`src/logic/vcr_pkg.sv`:
```
// Constants and carrier types for the oscillator and output synthesizer control bank.
package vcr_pkg;

    // ------------------------------------------------------------------
    // Serial port framing
    // ------------------------------------------------------------------
    localparam int          ADDR_W      = 13;
    localparam int          INSTR_BITS  = 16;
    localparam int          FRAME_BITS  = 24;
    localparam logic [4:0]  CNT_ADDR    = 5'h0f;
    localparam logic [4:0]  CNT_DATA    = 5'h10;
    localparam logic [4:0]  CNT_LAST    = 5'h17;
    localparam logic [4:0]  CNT_END     = 5'h18;
    localparam int          RD_FLAG_POS = 14;

    // ------------------------------------------------------------------
    // Register offsets
    // ------------------------------------------------------------------
    localparam logic [12:0] REG_CAL     = 13'h000e;
    localparam logic [12:0] REG_AMP     = 13'h000f;
    localparam logic [12:0] REG_BAND    = 13'h0010;
    localparam logic [12:0] REG_INT     = 13'h0011;
    localparam logic [12:0] REG_MOD_HI  = 13'h0012;
    localparam logic [12:0] REG_MOD_MID = 13'h0013;
    localparam logic [12:0] REG_MOD_LO  = 13'h0014;
    localparam logic [12:0] REG_FRACTION_HIGH_BYTE_HI = 13'h0015;
    localparam logic [12:0] REG_FRACTION_HIGH_BYTE_MID= 13'h0016;
    localparam logic [12:0] REG_FRACTION_HIGH_BYTE_LO = 13'h0017;

    // ------------------------------------------------------------------
    // Field positions
    // ------------------------------------------------------------------
    localparam int CAL_GO_BIT   = 7;
    localparam int ALC_EN_BIT   = 6;
    localparam int THR_HI       = 5;
    localparam int THR_LO       = 3;
    localparam int SW_CAL_BIT   = 2;
    localparam int BOOST_BIT    = 1;
    localparam int BAND_SW_BIT  = 0;
    localparam int AMP_HI       = 7;
    localparam int AMP_LO       = 2;
    localparam int BAND_HI      = 7;
    localparam int BAND_LO      = 1;
    localparam int NIB_HI       = 7;
    localparam int NIB_LO       = 4;
    localparam int SPI_FREQ_BIT = 3;
    localparam int BYPASS_BIT   = 2;
    localparam int MODULATOR_OFF_BIT = 1;
    localparam int SYN_RST_BIT  = 0;

    // ------------------------------------------------------------------
    // Reset values
    // ------------------------------------------------------------------
    localparam logic [7:0] RST_CAL      = 8'h70;
    localparam logic [7:0] RST_AMP      = 8'h00;
    localparam logic [7:0] RST_BAND     = 8'h80;
    localparam logic [7:0] RST_INT      = 8'h00;
    localparam logic [7:0] RST_MOD_HI   = 8'h80;
    localparam logic [7:0] RST_MOD_MID  = 8'h00;
    localparam logic [7:0] RST_MOD_LO   = 8'h00;
    localparam logic [7:0] RST_FRACTION_HIGH_BYTE_HI  = 8'h20;
    localparam logic [7:0] RST_FRACTION_HIGH_BYTE_MID = 8'h00;
    localparam logic [7:0] RST_FRACTION_HIGH_BYTE_LO  = 8'h00;

    // ------------------------------------------------------------------
    // Timing
    // ------------------------------------------------------------------
    localparam int          CLK_PERIOD_NS = 100;
    localparam int          CAL_TIME_NS   = 20000;
    localparam logic [15:0] CAL_CYCLES    =
        16'((CAL_TIME_NS + CLK_PERIOD_NS - 1) / CLK_PERIOD_NS);

    // ------------------------------------------------------------------
    // Types
    // ------------------------------------------------------------------
    typedef enum logic [0:0] {
        CAL_IDLE = 1'b0,
        CAL_RUN  = 1'b1
    } vcr_cal_state_t;

    typedef struct packed {
        logic        wr;
        logic [12:0] addr;
        logic [7:0]  data;
    } vcr_bus_t;

    typedef struct packed {
        logic        cal_start;
        logic        cal_busy;
        logic        boost;
        logic        thr_auto;
        logic [2:0]  threshold;
        logic [5:0]  level;
        logic [6:0]  band;
    } vcr_vco_t;

    typedef struct packed {
        logic        from_regs;
        logic [3:0]  pin_rate;
        logic [7:0]  int_div;
        logic [19:0] modulus_value;
        logic [19:0] fractional_value;
        logic        modulator_clk_en;
        logic        synth_rst;
    } vcr_synth_t;

endpackage

```
`src/logic/vcr_serial_port.sv`:
```
// Three-wire serial port: one 16-bit instruction and one data byte per frame.
`timescale 1ns/1ns
`default_nettype none
module vcr_serial_port
    import vcr_pkg::*;
(
    input  wire logic     clk,
    input  wire logic     rst_n,
    input  wire logic     sclk,
    input  wire logic     csb_n,
    input  wire logic     sdio_in,
    output logic          sdio_out,
    output logic          sdio_oe,
    output var vcr_bus_t  bus,
    input  wire logic [7:0] rd_data
);
    logic        sclk_q;
    logic [4:0]  cnt;
    logic [15:0] shift;
    logic        rd;
    logic        wr;
    logic [12:0] addr;
    logic [7:0]  data;

    wire  sclk_rise = sclk & ~sclk_q;
    wire  sclk_fall = ~sclk & sclk_q;
    wire  [2:0] out_idx = 3'(CNT_LAST - cnt);

    assign bus = '{wr: wr, addr: addr, data: data};

    // ------------------------------------------------------------------
    // Shift in on rising edges, drive read data on falling edges
    // ------------------------------------------------------------------
    // Read data changes on the falling edge so the master samples it
    // stable on the next rising edge.
    always_ff @(posedge clk or negedge rst_n) begin
        if (!rst_n) begin
            sclk_q   <= 1'b0;
            cnt      <= 5'h00;
            shift    <= 16'h0000;
            rd       <= 1'b0;
            wr       <= 1'b0;
            addr     <= 13'h0000;
            data     <= 8'h00;
            sdio_out <= 1'b0;
            sdio_oe  <= 1'b0;
        end else begin
            sclk_q <= sclk;
            wr     <= 1'b0;
            if (csb_n) begin
                cnt     <= 5'h00;
                sdio_oe <= 1'b0;
            end else if (sclk_rise && cnt < CNT_END) begin
                shift <= {shift[14:0], sdio_in};
                cnt   <= cnt + 5'h01;
                if (cnt == CNT_ADDR) begin
                    rd   <= shift[RD_FLAG_POS];
                    addr <= {shift[11:0], sdio_in};
                end
                if (cnt == CNT_LAST && !rd) begin
                    data <= {shift[6:0], sdio_in};
                    wr   <= 1'b1;
                end
            end else if (sclk_fall && rd && cnt >= CNT_DATA && cnt <= CNT_LAST) begin
                sdio_out <= rd_data[out_idx];
                sdio_oe  <= 1'b1;
            end
        end
    end

endmodule
`default_nettype wire

```
`src/logic/vcr_ctrl_regs.sv`:
```
// Oscillator and output synthesizer control register bank behind the serial port.
// Function
// - Writing one to calibrate bit starts calibration; bit clears itself when done.
// - Calibrate bit is ignored unless software calibration enable is set.
// - With software enable clear, calibration runs automatically; otherwise only on request.
// - Level control enable selects automatic level and threshold; else level field sets the level.
// - Threshold field resets to 110; middle bit inverted sense.
// - Band source bit selects automatic band or the 7-bit band field.
// - Amplitude field spans six bits; two low bits unused.
// - Band field spans seven bits, resets to 100 0000; bit zero unused.
// - Integer divide register holds eight bits, reset 0x00.
// - Modulus split across high, middle and upper nibble of low register.
// - Modulus resets to 524,288.
// - Frequency source bit selects rate pins or registers.
// - Bypass bit clear permits integer-plus-fractional division.
// - Modulator disable bit stops modulator clocks.
// - Synthesizer reset bit holds counters and logic in reset.
// - Fraction high register holds bits 19 to 12.
// - Remaining fraction bits in next two registers; fraction resets to 131,072.
`timescale 1ns/1ns
`default_nettype none
module vcr_ctrl_regs
    import vcr_pkg::*;
(
    input  wire logic        clk,
    input  wire logic        rst_n,
    input  wire logic        sclk,
    input  wire logic        csb_n,
    input  wire logic        sdio_in,
    output logic             sdio_out,
    output logic             sdio_oe,
    input  wire logic [3:0]  rate_pins,
    input  wire logic [5:0]  auto_level,
    input  wire logic [6:0]  auto_band,
    output var vcr_vco_t     vco,
    output var vcr_synth_t   synth
);
    // ------------------------------------------------------------------
    // Storage
    // ------------------------------------------------------------------
    vcr_bus_t       bus;
    logic [7:0]     rd_data;
    logic [7:0]     cal_reg;
    logic [7:0]     amp_reg;
    logic [7:0]     band_reg;
    logic [7:0]     int_reg;
    logic [7:0]     mod_hi;
    logic [7:0]     mod_mid;
    logic [7:0]     mod_lo;
    logic [7:0]     fraction_high_byte_hi;
    logic [7:0]     fraction_high_byte_mid;
    logic [7:0]     fraction_high_byte_lo;
    vcr_cal_state_t cal_state;
    logic [15:0]    cal_cnt;
    logic           auto_pend;
    logic           cal_start;

    function automatic logic hit(input logic [12:0] a, input logic [12:0] r);
        hit = (a == r);
    endfunction

    vcr_serial_port u_port (
        .clk      (clk),
        .rst_n    (rst_n),
        .sclk     (sclk),
        .csb_n    (csb_n),
        .sdio_in  (sdio_in),
        .sdio_out (sdio_out),
        .sdio_oe  (sdio_oe),
        .bus      (bus),
        .rd_data  (rd_data)
    );

    // ------------------------------------------------------------------
    // Decode
    // ------------------------------------------------------------------
    wire wr_cal      = bus.wr & hit(bus.addr, REG_CAL);
    wire wr_amp      = bus.wr & hit(bus.addr, REG_AMP);
    wire wr_band     = bus.wr & hit(bus.addr, REG_BAND);
    wire wr_int      = bus.wr & hit(bus.addr, REG_INT);
    wire wr_mod_hi   = bus.wr & hit(bus.addr, REG_MOD_HI);
    wire wr_mod_mid  = bus.wr & hit(bus.addr, REG_MOD_MID);
    wire wr_mod_lo   = bus.wr & hit(bus.addr, REG_MOD_LO);
    wire wr_fraction_high_byte_hi  = bus.wr & hit(bus.addr, REG_FRACTION_HIGH_BYTE_HI);
    wire wr_fraction_high_byte_mid = bus.wr & hit(bus.addr, REG_FRACTION_HIGH_BYTE_MID);
    wire wr_fraction_high_byte_lo  = bus.wr & hit(bus.addr, REG_FRACTION_HIGH_BYTE_LO);

    wire sw_cal_en   = cal_reg[SW_CAL_BIT];
    // The enable written in the same byte counts, so one write can both
    // hand calibration to software and fire it.
    wire cal_go_wr   = wr_cal & bus.data[CAL_GO_BIT] & bus.data[SW_CAL_BIT];
    // Any change to band or frequency setup warrants a fresh automatic run.
    wire cfg_change  = wr_band | wr_int | wr_mod_hi | wr_mod_mid | wr_mod_lo
                     | wr_fraction_high_byte_hi | wr_fraction_high_byte_mid | wr_fraction_high_byte_lo;
    wire cal_want    = cal_reg[CAL_GO_BIT] | (auto_pend & ~sw_cal_en);
    wire cal_done    = (cal_state == CAL_RUN) && (cal_cnt == 16'h0001);

    // ------------------------------------------------------------------
    // Register writes
    // ------------------------------------------------------------------
    always_ff @(posedge clk or negedge rst_n) begin
        if (!rst_n) begin
            cal_reg  <= RST_CAL;
            amp_reg  <= RST_AMP;
            band_reg <= RST_BAND;
            int_reg  <= RST_INT;
            mod_hi   <= RST_MOD_HI;
            mod_mid  <= RST_MOD_MID;
            mod_lo   <= RST_MOD_LO;
            fraction_high_byte_hi  <= RST_FRACTION_HIGH_BYTE_HI;
            fraction_high_byte_mid <= RST_FRACTION_HIGH_BYTE_MID;
            fraction_high_byte_lo  <= RST_FRACTION_HIGH_BYTE_LO;
        end else begin
            if (wr_cal) begin
                cal_reg[6:0] <= bus.data[6:0];
            end
            // Self-clearing go bit; a new request in the finishing cycle wins.
            // Dropping the enable in a write also drops a request not yet served.
            if (cal_go_wr) begin
                cal_reg[CAL_GO_BIT] <= 1'b1;
            end else if (cal_done || !sw_cal_en || (wr_cal && !bus.data[SW_CAL_BIT])) begin
                cal_reg[CAL_GO_BIT] <= 1'b0;
            end
            if (wr_amp) begin
                amp_reg <= {bus.data[AMP_HI:AMP_LO], 2'b00};
            end
            if (wr_band) begin
                band_reg <= {bus.data[BAND_HI:BAND_LO], 1'b0};
            end
            if (wr_int) begin
                int_reg <= bus.data;
            end
            if (wr_mod_hi) begin
                mod_hi <= bus.data;
            end
            if (wr_mod_mid) begin
                mod_mid <= bus.data;
            end
            if (wr_mod_lo) begin
                mod_lo <= bus.data;
            end
            if (wr_fraction_high_byte_hi) begin
                fraction_high_byte_hi <= bus.data;
            end
            if (wr_fraction_high_byte_mid) begin
                fraction_high_byte_mid <= bus.data;
            end
            if (wr_fraction_high_byte_lo) begin
                fraction_high_byte_lo <= {bus.data[NIB_HI:NIB_LO], 4'h0};
            end
        end
    end

    // ------------------------------------------------------------------
    // Calibration sequencer
    // ------------------------------------------------------------------
    // Pending starts set at reset so the oscillator is calibrated once
    // after power-up when the device owns calibration.
    always_ff @(posedge clk or negedge rst_n) begin
        if (!rst_n) begin
            cal_state <= CAL_IDLE;
            cal_cnt   <= 16'h0000;
            auto_pend <= 1'b1;
            cal_start <= 1'b0;
        end else begin
            cal_start <= 1'b0;
            if (cfg_change && !sw_cal_en) begin
                auto_pend <= 1'b1;
            end else if (cal_state == CAL_IDLE && cal_want) begin
                auto_pend <= 1'b0;
            end
            unique case (cal_state)
                CAL_IDLE: begin
                    if (cal_want) begin
                        cal_state <= CAL_RUN;
                        cal_cnt   <= CAL_CYCLES;
                        cal_start <= 1'b1;
                    end
                end
                CAL_RUN: begin
                    cal_cnt <= cal_cnt - 16'h0001;
                    if (cal_done) begin
                        cal_state <= CAL_IDLE;
                    end
                end
            endcase
        end
    end

    // ------------------------------------------------------------------
    // Outputs toward the oscillator and synthesizer
    // ------------------------------------------------------------------
    wire       bypass   = mod_lo[BYPASS_BIT];
    wire [5:0] amp_fld  = amp_reg[AMP_HI:AMP_LO];
    wire [6:0] band_fld = band_reg[BAND_HI:BAND_LO];

    assign vco.cal_start = cal_start;
    assign vco.cal_busy  = (cal_state == CAL_RUN);
    assign vco.boost     = cal_reg[BOOST_BIT];
    assign vco.thr_auto  = cal_reg[ALC_EN_BIT];
    // Threshold code passes raw; the detector applies the inverted middle bit.
    assign vco.threshold = cal_reg[THR_HI:THR_LO];
    assign vco.level     = cal_reg[ALC_EN_BIT] ? auto_level : amp_fld;
    assign vco.band      = cal_reg[BAND_SW_BIT] ? band_fld : auto_band;

    assign synth.from_regs        = mod_lo[SPI_FREQ_BIT];
    assign synth.pin_rate         = rate_pins;
    // Divide floor of 64 is left to software; the bank stores any value.
    assign synth.int_div          = int_reg;
    assign synth.modulus_value    = {mod_hi, mod_mid, mod_lo[NIB_HI:NIB_LO]};
    assign synth.fractional_value = bypass ? 20'h00000
                                  : {fraction_high_byte_hi, fraction_high_byte_mid, fraction_high_byte_lo[NIB_HI:NIB_LO]};
    assign synth.modulator_clk_en = ~mod_lo[MODULATOR_OFF_BIT];
    assign synth.synth_rst        = mod_lo[SYN_RST_BIT];

    // ------------------------------------------------------------------
    // Read-back
    // ------------------------------------------------------------------
    always_comb begin
        rd_data = 8'h00;
        if (hit(bus.addr, REG_CAL))      rd_data = cal_reg;
        if (hit(bus.addr, REG_AMP))      rd_data = amp_reg;
        if (hit(bus.addr, REG_BAND))     rd_data = band_reg;
        if (hit(bus.addr, REG_INT))      rd_data = int_reg;
        if (hit(bus.addr, REG_MOD_HI))   rd_data = mod_hi;
        if (hit(bus.addr, REG_MOD_MID))  rd_data = mod_mid;
        if (hit(bus.addr, REG_MOD_LO))   rd_data = mod_lo;
        if (hit(bus.addr, REG_FRACTION_HIGH_BYTE_HI))  rd_data = fraction_high_byte_hi;
        if (hit(bus.addr, REG_FRACTION_HIGH_BYTE_MID)) rd_data = fraction_high_byte_mid;
        if (hit(bus.addr, REG_FRACTION_HIGH_BYTE_LO))  rd_data = fraction_high_byte_lo;
    end
endmodule
`default_nettype wire

```
`config.mk`:
```
export PLATFORM = sky130hd
export DESIGN_NAME = vcr_ctrl_regs
export DESIGN_NICKNAME = d
export VERILOG_FILES = /design/src/logic/vcr_pkg.sv /design/src/logic/vcr_serial_port.sv /design/src/logic/vcr_ctrl_regs.sv
export SDC_FILE = /design/constraint.sdc
export NUM_CORES = 1
export LEC_CHECK = 0
export CAP_MARGIN = 20
export CORE_ASPECT_RATIO = 0.8
export CORE_MARGIN = 5
export CORE_UTILIZATION = 38
export CTS_CLUSTER_DIAMETER = 40
export DETAILED_ROUTE_END_ITERATION = 6
export DONT_BUFFER_PORTS = 1
export HOLD_SLACK_MARGIN = 0.12
export SETUP_SLACK_MARGIN = 0.3
export SLEW_MARGIN = 10
export SYNTH_ARGS = -nofsm -noshare
export SYNTH_HDL_FRONTEND = slang
export SYNTH_SLANG_ARGS = --single-unit
export TNS_END_PERCENT = 30
```
`constraint.sdc`:
```
create_clock -name clk -period 3.3 [get_ports clk]
set_clock_uncertainty 0.05 [all_clocks]
set_input_delay 0.33 -clock clk [delete_from_list [all_inputs] [get_ports clk]]
set_output_delay 0.33 -clock clk [all_outputs]
set_load 0.005 [all_outputs]
```
==> results of run 1 <==
[worst paths after layout]
kind                                                             end  cells after the start
worst max-delay path            fraction_high_byte_hi[3]$_DFFE_PN0P_                      5
min in group clk                           u_port.cnt[0]$_DFFE_PN0N_                      4
max in group asynchronous                      auto_pend$_DFFE_PN1P_                      0
worst max register to register  fraction_high_byte_hi[3]$_DFFE_PN0P_                      5
worst min-delay path                          int_reg[4]$_DFFE_PN0P_                      0
worst min register to register               cal_cnt[13]$_DFFE_PN0P_                      1
[cells in the mapped netlist (3+ instances only)]
library cell / n / area [µm²]
dfrtp_1: 131 / 3280
mux2_2: 104 / 1170
nand2_1: 46 / 173
nor2_1: 26 / 97.6
nor2b_1: 23 / 144
clkbuf_1: 20 / 75.1
o21ai_0: 19 / 95.1
nand3_1: 18 / 90.1
buf_4: 17 / 128
a21oi_1: 15 / 75.1
inv_1: 14 / 52.6
mux2i_1: 14 / 140
nor3_1: 12 / 60.1
buf_2: 7 / 35.0
dfstp_2: 7 / 184
mux2_1: 7 / 78.8
mux2_4: 7 / 105
a22oi_1: 5 / 37.5
ha_1: 5 / 62.6
nand4_1: 5 / 31.3
o211ai_1: 5 / 37.5
a32oi_1: 4 / 35.0
and2_1: 4 / 25.0
buf_1: 4 / 15.0
o221ai_1: 4 / 35.0
o31ai_1: 4 / 30.0
a21o_1: 3 / 22.5
nand2b_1: 3 / 18.8
nor2_2: 3 / 18.8
xnor2_1: 3 / 26.3
[final cells by class]
class                      count  area share, %
sequential                   138           45.4
tap                          230           3.77
clock buffer                  20           5.85
inverter                      15          0.738
timing repair buffer          10           1.25
multi-input combinational    394           41.1
clock inverter                12           1.97
[through the flow]
stage / worst slack [ps] / utilization, % / instance area [µm²] / instances / hold WS [ps]
4_1_cts: 635 / 42.4 / 7630 / 819 / -461
5_1_grt: 443 / 42.4 / 7630 / 819 / -476
3_3_place_gp: 741 / 38.9 / 7010 / 784 / -12.6
6_report: 622 / 42.4 / 7630 / 819 / -449
3_5_place_dp: 635 / 38.9 / 7010 / 784 / -13.1
2_1_floorplan: 971 / - / 6910 / 595 / -15.6
[cell usage in the layout, fill, tap and decap left out, types with 4 or more instances in the layout]
master,n
clkbuf_16,17
nand4_1,5
o31ai_1,4
nor2b_1,23
nand2_1,46
mux2_2,104
a32oi_1,4
inv_1,14
clkinv_2,4
o211ai_1,5
dfstp_2,7
nor2_1,26
mux2_4,7
and2_1,4
ha_1,5
nand3_1,18
o221ai_1,4
a22oi_1,5
o21ai_0,19
mux2_1,7
buf_4,6
mux2i_1,14
a21oi_1,15
nor3_1,12
dfrtp_1,130
[cell families after synthesis]
| family | Yosys count | share of synthesized area [%] |
|---|---|---|
| AO/OA/AOI/OAI | 84 | 8.61 |
| XOR/XNOR | 5 | 0.634 |
| adder cells (fa/ha/maj) | 5 | 0.906 |
| buffers and inverters | 63 | 4.48 |
| flip-flops | 138 | 50.1 |
| multiplexers | 133 | 22.0 |
| AND/OR/NAND/NOR | 167 | 13.3 |
[critical path, stage by stage (launching register included)]
cell,delay [ps]
dfrtp_1,410
or4b_4,580
nor3b_2,250
nand2_1,340
nor3_4,580
mux2_4,350
[metal layers]
layer	vias up	track usage (%)
met3	22	5.17
met5	-	0
met2	148	26.0
met4	0	5.12
met1	2344	24.9
li1	2090	-
[where the power goes]
| group | switching, µW | internal (µW) | leakage, µW |
|---|---|---|---|
| clock | 721 | 1210 | 0.000286 |
| sequential | 54.6 | 1750 | 0.00188 |
| combinational | 39.2 | 58.5 | 0.00130 |
[repair_timing]
action,4_1_cts,5_1_grt
gates resized for setup,0,0
setup buffers,0,0
hold endpoints to repair,148,138
==> results.tsv, run 1 <==
stage	metric	value	unit
logic_synthesis	Synthesized Nets	622	
clocking	CTS buffer count	17	
drt	DRC Markers	0	
timing	Finish-stage setup viols	0	
drt	Starting DRT DRC Count	405	
timing	endpoints failing hold	138	
drt	DR WL/cell	21.7	µm
setup_path	Crit. Startpoint	u_port.addr[5]$_DFFE_PN0P_	
setup_path	Worst Path Arrival	2920	ps
drt	Met1 Wirelength	8.63	mm
clocking	clk sink count	138	
clocking	clock insertion delay at the later pin of the skew report	420	ps
floorplanning	core area	0.0180	mm²
logic_synthesis	cell area after synthesis	0.00691	mm²
global_routing	first-pass GRT wire length	28.3	mm
min_path	Hold Crit Class	in -> async	
global_routing	largest net degree at the start of global routing	139	
setup_path	critical path peak fanout	13	
final_layout	max reg flops	16	
timing	unrepaired setup endpoints after global routing	no	
place	routability congestion estimate from global placement	0.854	
final_layout	share of post-route cells with drive strength above 1	29.4	%
global_routing	Tot GR Track Use	17.5	%
global_routing	vias in the first global route	4785	
final_layout	Seq. cell area	0.00346	mm²
final_layout	Fillers	1661	
clocking	H-tree Lvls	4	
floorplanning	Die W	161	µm
final_layout	Most flops, register	cal_cnt	
power	PD cells	501	mW/mm²
timing	max-slew violation count	0	
final_layout	Multi-input gate area	0.00313	mm²
drt	Final ANT Viol Nets	0	
final_layout	top flop regs	cal_cnt: 16 flops, u_port.shift: 15 flops, u_port.addr: 13 flops	
setup_path	Reg2Reg Setup Slack	620	ps
place	Detail Placement HPWL	12.7	mm
timing	FMAX	373	MHz
logic_synthesis	Distinct cells, synth	73	
setup_path	crit end category	register	
final_layout	synth-to-layout area growth	10.5	%
timing	worst hold slack	-449	ps
clocking	CTS Buffer Depth	2	
timing	Final min period	2680	ps
flow_run	MaxCap Viol Count	0	
place	PortBufs	0	
drt	DR WL met3	1.13	mm
power	maximum VDD drop	0.343	mV
clocking	CTS tree	built	
logic_synthesis	yosys warns	0	
drt	vias	4604	
logic_synthesis	syn_area_per_cell	11.6	µm²
logic_synthesis	number of flops mapped to enable cells by yosys	0	
power	Tot Pwr	3830	µW
drt	WL final	17.8	mm
status	failing checks	negative hold slack	
logic_synthesis	post-synthesis instance total	595	
setup_path	CP required	3550	ps
logic_synthesis	synthesized flop and latch total	138	
clocking	hold buffers post-CTS	3	
clocking	Clk pin slew, worst setup/hold paths	60	ps
timing	Fin Setup TNS	0	ps
drt	via/cell ratio	5.62	
global_routing	grt total ovfl	0	
drt	DR WL met2	7.77	mm
logic_synthesis	Synth async-reset ratio	100	%
final_layout	antenna cell count	0	
logic_synthesis	sequential fraction of the synthesis area	50.1	%
timing	fin crit share	81.2	%
logic_synthesis	Main synth FF type	dfrtp_1	
clocking	Root Driver	clkbuf_16	
drt	drt pass-1 iters	5	
floorplanning	Die Ht	131	µm
setup_path	Worst R2R Start	u_port.addr[5]$_DFFE_PN0P_	
global_routing	initial antenna violation count	0	
setup_path	CP Launch Type	register	
final_layout	Net count, final	603	
floorplanning	# IOs	99	
timing	Slew HR	51.7	%
floorplanning	starting density of the core	38.4	%
setup_path	Setup CP Type	reg -> reg	
floorplanning	# rows	44	
floorplanning	Die ar.	0.0210	mm²
power	Leakage	0.00347	µW
timing	Slew @ Worst Pin	722	ps
status	status	finished with violations	
drt	max layer used	met4	
Power figures use the tool's default switching activity.
==> inputs of run 2 (changes only) <==
==> constraint.sdc (replaced) <==
create_clock -name clk -period 2.7 [get_ports clk]
set_clock_uncertainty 0.05 [all_clocks]
set_input_delay 0.27 -clock clk [delete_from_list [all_inputs] [get_ports clk]]
set_output_delay 0.27 -clock clk [all_outputs]
set_load 0.005 [all_outputs]
==> run 2 against run 1 <==
Against the previous run:
- the run still ends with negative hold slack left
- non-clock buffer count increased by 22
- combinational power is 21% higher
- fmax increased by 10%
- global-route usage rose by 0.53 points
- critical path type unchanged
- die area unchanged
- clock power is 14% higher
- wire length grew 1.8%
- via count grew 3.1%
- clock-buffer cell count stayed put
==> results.tsv, run 2 (synthesized netlist as in run 1, its figures left out) <==
stage	metric	value	unit
drt	via/cell ratio	5.65	
setup_path	critical path peak fanout	5	
power	maximum VDD drop	0.391	mV
floorplanning	# IOs	99	
clocking	CTS buffer count	17	
clocking	CTS Buffer Depth	2	
global_routing	Tot GR Track Use	18.0	%
drt	DRC Markers	0	
final_layout	Net count, final	625	
flow_run	MaxCap Viol Count	0	
floorplanning	# rows	44	
place	Detail Placement HPWL	12.9	mm
final_layout	Seq. cell area	0.00346	mm²
drt	Starting DRT DRC Count	286	
clocking	CTS tree	built	
drt	WL final	18.1	mm
clocking	clock insertion delay at the later pin of the skew report	420	ps
clocking	hold buffers post-CTS	3	
final_layout	max reg flops	16	
clocking	Clk pin slew, worst setup/hold paths	60	ps
floorplanning	core area	0.0180	mm²
place	Cells after DPL	802	
final_layout	share of post-route cells with drive strength above 1	33.2	%
drt	vias	4748	
global_routing	largest net degree at the start of global routing	139	
timing	Fin Setup TNS	0	ps
global_routing	vias in the first global route	4895	
final_layout	most frequent cells in the layout	dfrtp_1 (130), mux2_2 (104), nand2_1 (45)	
setup_path	CP required	2940	ps
timing	setup ws final	267	ps
timing	Finish-stage setup viols	0	
timing	Final min period	2430	ps
final_layout	Most flops, register	cal_cnt	
final_layout	synth-to-layout area growth	13.5	%
timing	fin crit share	90.1	%
drt	DR WL/cell	21.5	µm
final_layout	fin cells	841	
global_routing	initial antenna violation count	0	
power	Leakage	0.00357	µW
status	status	finished with violations	
final_layout	antenna cell count	0	
drt	Final ANT Viol Nets	0	
place	worst slack at placement	177	ps
setup_path	crit end category	register	
global_routing	busiest grt layer	met2	
min_path	Hold Crit Class	in -> async	
power	PD cells	576	mW/mm²
final_layout	most common cell after layout, fill and taps aside	dfrtp_1	
timing	Slew HR	54.8	%
final_layout	final core utilization	43.5	%
global_routing	first-pass GRT wire length	29.1	mm
global_routing	met3 Track Usage GR	4.92	%
place	routability congestion estimate from global placement	0.905	
status	failing checks	negative hold slack	
clocking	H-tree Lvls	4	
timing	unrepaired setup endpoints after global routing	yes	
final_layout	Multi-input gate area	0.00320	mm²
floorplanning	Die ar.	0.0210	mm²
setup_path	CP Launch Type	register	
clocking	clk sink count	138	
setup_path	Setup CP Type	reg -> reg	
global_routing	grt total ovfl	0	
clocking	Root Driver	clkbuf_16	
timing	endpoints failing hold	138	
floorplanning	starting density of the core	38.4	%
floorplanning	Die W	161	µm
timing	Slew @ Worst Pin	676	ps
place	PortBufs	0	
global_routing	GRT met2 Usage	26.7	%
timing	max-slew violation count	0	
setup_path	Worst Path Arrival	2680	ps
drt	drt pass-1 iters	5	
global_routing	met1 track demand over resource	26.2	%
timing	worst hold slack	-507	ps
final_layout	top flop regs	cal_cnt: 16 flops, u_port.shift: 15 flops, u_port.addr: 13 flops	
floorplanning	Die Ht	131	µm
final_layout	Fillers	1658	
timing	FMAX	411	MHz
run 2: worst paths after layout:
kind	start	to	slack, ps	depth (start not counted)
min	rst_n	mod_mid[7]$_DFFE_PN0P_	-510	0
min reg2reg	cal_cnt[10]$_DFFE_PN0P_	cal_cnt[10]$_DFFE_PN0P_	430	1
max	cal_cnt[8]$_DFFE_PN0P_	cal_reg[7]$_DFFE_PN0P_	270	7
max reg2reg	cal_cnt[8]$_DFFE_PN0P_	cal_reg[7]$_DFFE_PN0P_	270	7
min in group clk	sclk	u_port.sdio_oe$_DFFE_PN0P_	200	4
max in group asynchronous	rst_n	cal_reg[6]$_DFFE_PN1P_	2840	0
run 2: metal layers:
metal	vias to the layer above	wire length, µm	share of wire (%)
li1	2157	-	-
met3	14	1170	6.5
met4	0	181	1.0
met5	-	0	0
met2	144	7970	44
met1	2433	8790	49
run 2: worst max-delay path, cell delays in order, from the launching register on:
cell	delay, ps
dfrtp_1	390
or4_4	560
or3_4	360
or4_4	460
nor2_2	90
nand4b_1	130
a32oi_1	200
a21oi_1	60
run 2: area by class of cell:
| class | count | share of cell area [%] |
|---|---|---|
| Sequential cell | 138 | 44.2 |
| Multi-Input combinational cell | 394 | 40.9 |
| Clock buffer | 20 | 5.83 |
| Tap cell | 230 | 3.67 |
| Timing Repair Buffer | 32 | 3.48 |
| Clock inverter | 12 | 1.26 |
| Inverter | 15 | 0.718 |
run 2: where the power goes:
group	total, µW	leakage (µW)	switching (µW)	internal (µW)
sequential	2200	0.00188	64.4	2130
combinational	118	0.00142	45.8	72.5
clock	2200	0.000268	891	1310
total	4510	0.00357	1000	3510
run 2: repair_timing:
item | in CTS | in global routing
cloned | 0 | 1
endpoints found under the setup margin | 6 | 36
resized for setup | 4 | 12
setup buffers | 1 | 2
endpoints found under the hold margin | 148 | 138
pin swaps | 1 | 6
run 2: stage by stage:
stage	instance area, µm²	total power (µW)
after floorplan	6910	2310
final	7840	4510
after global routing	7840	4660
after global placement	7130	2350
after CTS	7740	4570
after detailed placement	7130	2350
==> inputs of run 3 (changes only) <==
--- a/config.mk
+++ b/config.mk
@@ -6,6 +6,8 @@
 export NUM_CORES = 1
 export LEC_CHECK = 0
 export CAP_MARGIN = 20
+export CELL_PAD_IN_SITES_DETAIL_PLACEMENT = 1
+export CELL_PAD_IN_SITES_GLOBAL_PLACEMENT = 2
 export CORE_ASPECT_RATIO = 0.8
 export CORE_MARGIN = 5
 export CORE_UTILIZATION = 38
@@ -13,6 +15,7 @@
 export DETAILED_ROUTE_END_ITERATION = 6
 export DONT_BUFFER_PORTS = 1
 export HOLD_SLACK_MARGIN = 0.12
+export PLACE_DENSITY_LB_ADDON = 0.1
 export SETUP_SLACK_MARGIN = 0.3
 export SLEW_MARGIN = 10
 export SYNTH_ARGS = -nofsm -noshare
==> run 3 against run 2 <==
Against the previous run:
- the run still ends with negative hold slack left
- clock-buffer cell count fell by 2
- combinational power barely moved
- sequential cell count did not move
- register-to-register slack got worse by 20 ps
- highest routed layer unchanged
- die area did not move
- hold slack got worse by 8.7 ps
- setup slack got worse by 23 ps
- non-clock buffer count rose by 6
- critical path depth fell by 1
- sequential share of layout area fell by 0.27 points
==> results.tsv, run 3 (synthesized netlist as in run 1, its figures left out) <==
stage	metric	value	unit
final_layout	Finished Cell Area	0.00789	mm²
drt	via/cell ratio	5.64	
place	PortBufs	0	
timing	Final min period	2460	ps
drt	DRC Markers	0	
global_routing	initial antenna violation count	0	
setup_path	Reg2Reg Setup Slack	240	ps
floorplanning	Die W	161	µm
timing	worst hold slack	-515	ps
clocking	CTS tree	built	
timing	Fin Setup TNS	0	ps
setup_path	Setup CP Type	reg -> reg	
place	routability congestion estimate from global placement	0.867	
final_layout	most common cell after layout, fill and taps aside	dfrtp_1	
clocking	H-tree Lvls	4	
power	Leakage	0.00360	µW
clocking	hold buffers post-CTS	3	
clocking	clk sink count	138	
final_layout	share of post-route cells with drive strength above 1	34.0	%
setup_path	crit end category	register	
setup_path	Worst R2R Start	cal_cnt[8]$_DFFE_PN0P_	
clocking	Root Driver	clkbuf_16	
floorplanning	# rows	44	
floorplanning	# IOs	99	
final_layout	Net count, final	631	
setup_path	critical path peak fanout	4	
floorplanning	core area	0.0180	mm²
drt	vias	4776	
timing	Slew @ Worst Pin	746	ps
place	dpl cell area	0.00718	mm²
final_layout	Multi-input gate area	0.00317	mm²
drt	drt pass-1 iters	4	
drt	Final ANT Viol Nets	0	
final_layout	top flop regs	cal_cnt: 16 flops, u_port.shift: 15 flops, u_port.addr: 13 flops	
timing	max-slew violation count	0	
global_routing	Tot GR Track Use	19.9	%
global_routing	vias in the first global route	5115	
clocking	CTS buffer count	17	
setup_path	Crit. Startpoint	cal_cnt[8]$_DFFE_PN0P_	
floorplanning	starting density of the core	38.4	%
clocking	Clk pin slew, worst setup/hold paths	60	ps
power	maximum VDD drop	0.458	mV
drt	Starting DRT DRC Count	300	
setup_path	reg2reg path depth	6	
setup_path	Reg2Reg Capture Point	cal_cnt[15]$_DFFE_PN0P_	
timing	endpoints failing hold	138	
place	Detail Placement HPWL	14.2	mm
floorplanning	Die ar.	0.0210	mm²
final_layout	max reg flops	16	
clocking	CTS Buffer Depth	2	
status	status	finished with violations	
min_path	Hold Crit Class	in -> async	
flow_run	MaxCap Viol Count	0	
clocking	clock insertion delay at the later pin of the skew report	430	ps
timing	Slew HR	49.8	%
timing	unrepaired setup endpoints after global routing	yes	
power	PD cells	599	mW/mm²
final_layout	antenna cell count	0	
timing	FMAX	407	MHz
final_layout	Fillers	1906	
setup_path	Worst Path Arrival	2700	ps
drt	WL final	20.2	mm
status	failing checks	negative hold slack	
final_layout	most frequent cells in the layout	dfrtp_1 (129), mux2_2 (104), nand2_1 (45)	
timing	Finish-stage setup viols	0	
setup_path	CP Launch Type	register	
final_layout	Seq. cell area	0.00346	mm²
floorplanning	Die Ht	131	µm
global_routing	largest net degree at the start of global routing	139	
drt	DR WL/cell	23.8	µm
setup_path	CP required	2940	ps
global_routing	first-pass GRT wire length	31.7	mm
final_layout	Most flops, register	cal_cnt	
global_routing	grt total ovfl	0	
final_layout	synth-to-layout area growth	14.3	%
timing	fin crit share	91.0	%
-- run 3: changes by cell type in the layout (fill, tap and decap cells not counted), sizes merged --
cell,previous run,this run
clkinv,7,3
clkbuf,21,18
bufinv,1,2
inv,15,20
buf,28,35
-- run 3: layout make-up --
class | count | share of cell area, %
inverter | 15 | 0.714
clock inverter | 14 | 2.01
clock buffer | 18 | 5.57
multi-input combinational | 394 | 40.1
sequential | 138 | 43.9
timing repair buffer | 38 | 4.03
tap | 230 | 3.65
-- run 3: timing repair --
action | CTS | global route
endpoints found under the setup margin | 22 | 25
buffers inserted | 4 | 3
cloned | 0 | 0
pin swaps | 1 | 1
gates resized for setup | 3 | 5
hold endpoints to repair | 148 | 138
-- run 3: per-stage QoR --
stage               utilization [%]  total power [µW]  setup WS, ps  hold WS [ps]  instances
floorplan                         -              2310           371         -75.6        595
global placement               39.9              2350           244         -69.8        805
detailed placement             39.9              2360           144         -71.9        805
CTS                            43.6              4780           260          -530        844
global route                   43.8              4900           154          -544        847
finish                         43.8              4720           244          -515        847
-- run 3: per-layer routing --
layer,GRT usage [%],up-vias,wire length (µm)
met4,4.26,0,94
met2,30.2,104,9010
li1,-,2161,-
met3,6.02,8,1180
met5,0,-,0
met1,28.3,2503,9870
-- run 3: worst max path at each step --
stage,to,slack [ps],cells past startpoint
after global placement,u_port.sdio_out$_DFFE_PN0P_,240,8
after detailed placement,fraction_high_byte_lo[4]$_DFFE_PN0P_,140,6
after floorplan,cal_reg[7]$_DFFE_PN0P_,370,7
after CTS,cal_reg[7]$_DFFE_PN0P_,260,7
after global routing,u_port.sdio_out$_DFFE_PN0P_,150,6
final,cal_cnt[15]$_DFFE_PN0P_,240,6
-- run 3: worst max-delay path, cell delays in order, from the launching register on --
cell and delay (ps):
dfrtp_1 380, or4_4 560, or3_4 340, or4_4 460, buf_4 160, o311ai_1 250
o41ai_1 120
-- run 3: power breakdown --
part	internal (µW)	leakage [µW]	switching (µW)
Combinational	72.5	0.00144	46.9
Clock	1400	0.000282	993
Sequential	2130	0.00188	72.7
Total	3610	0.00360	1110
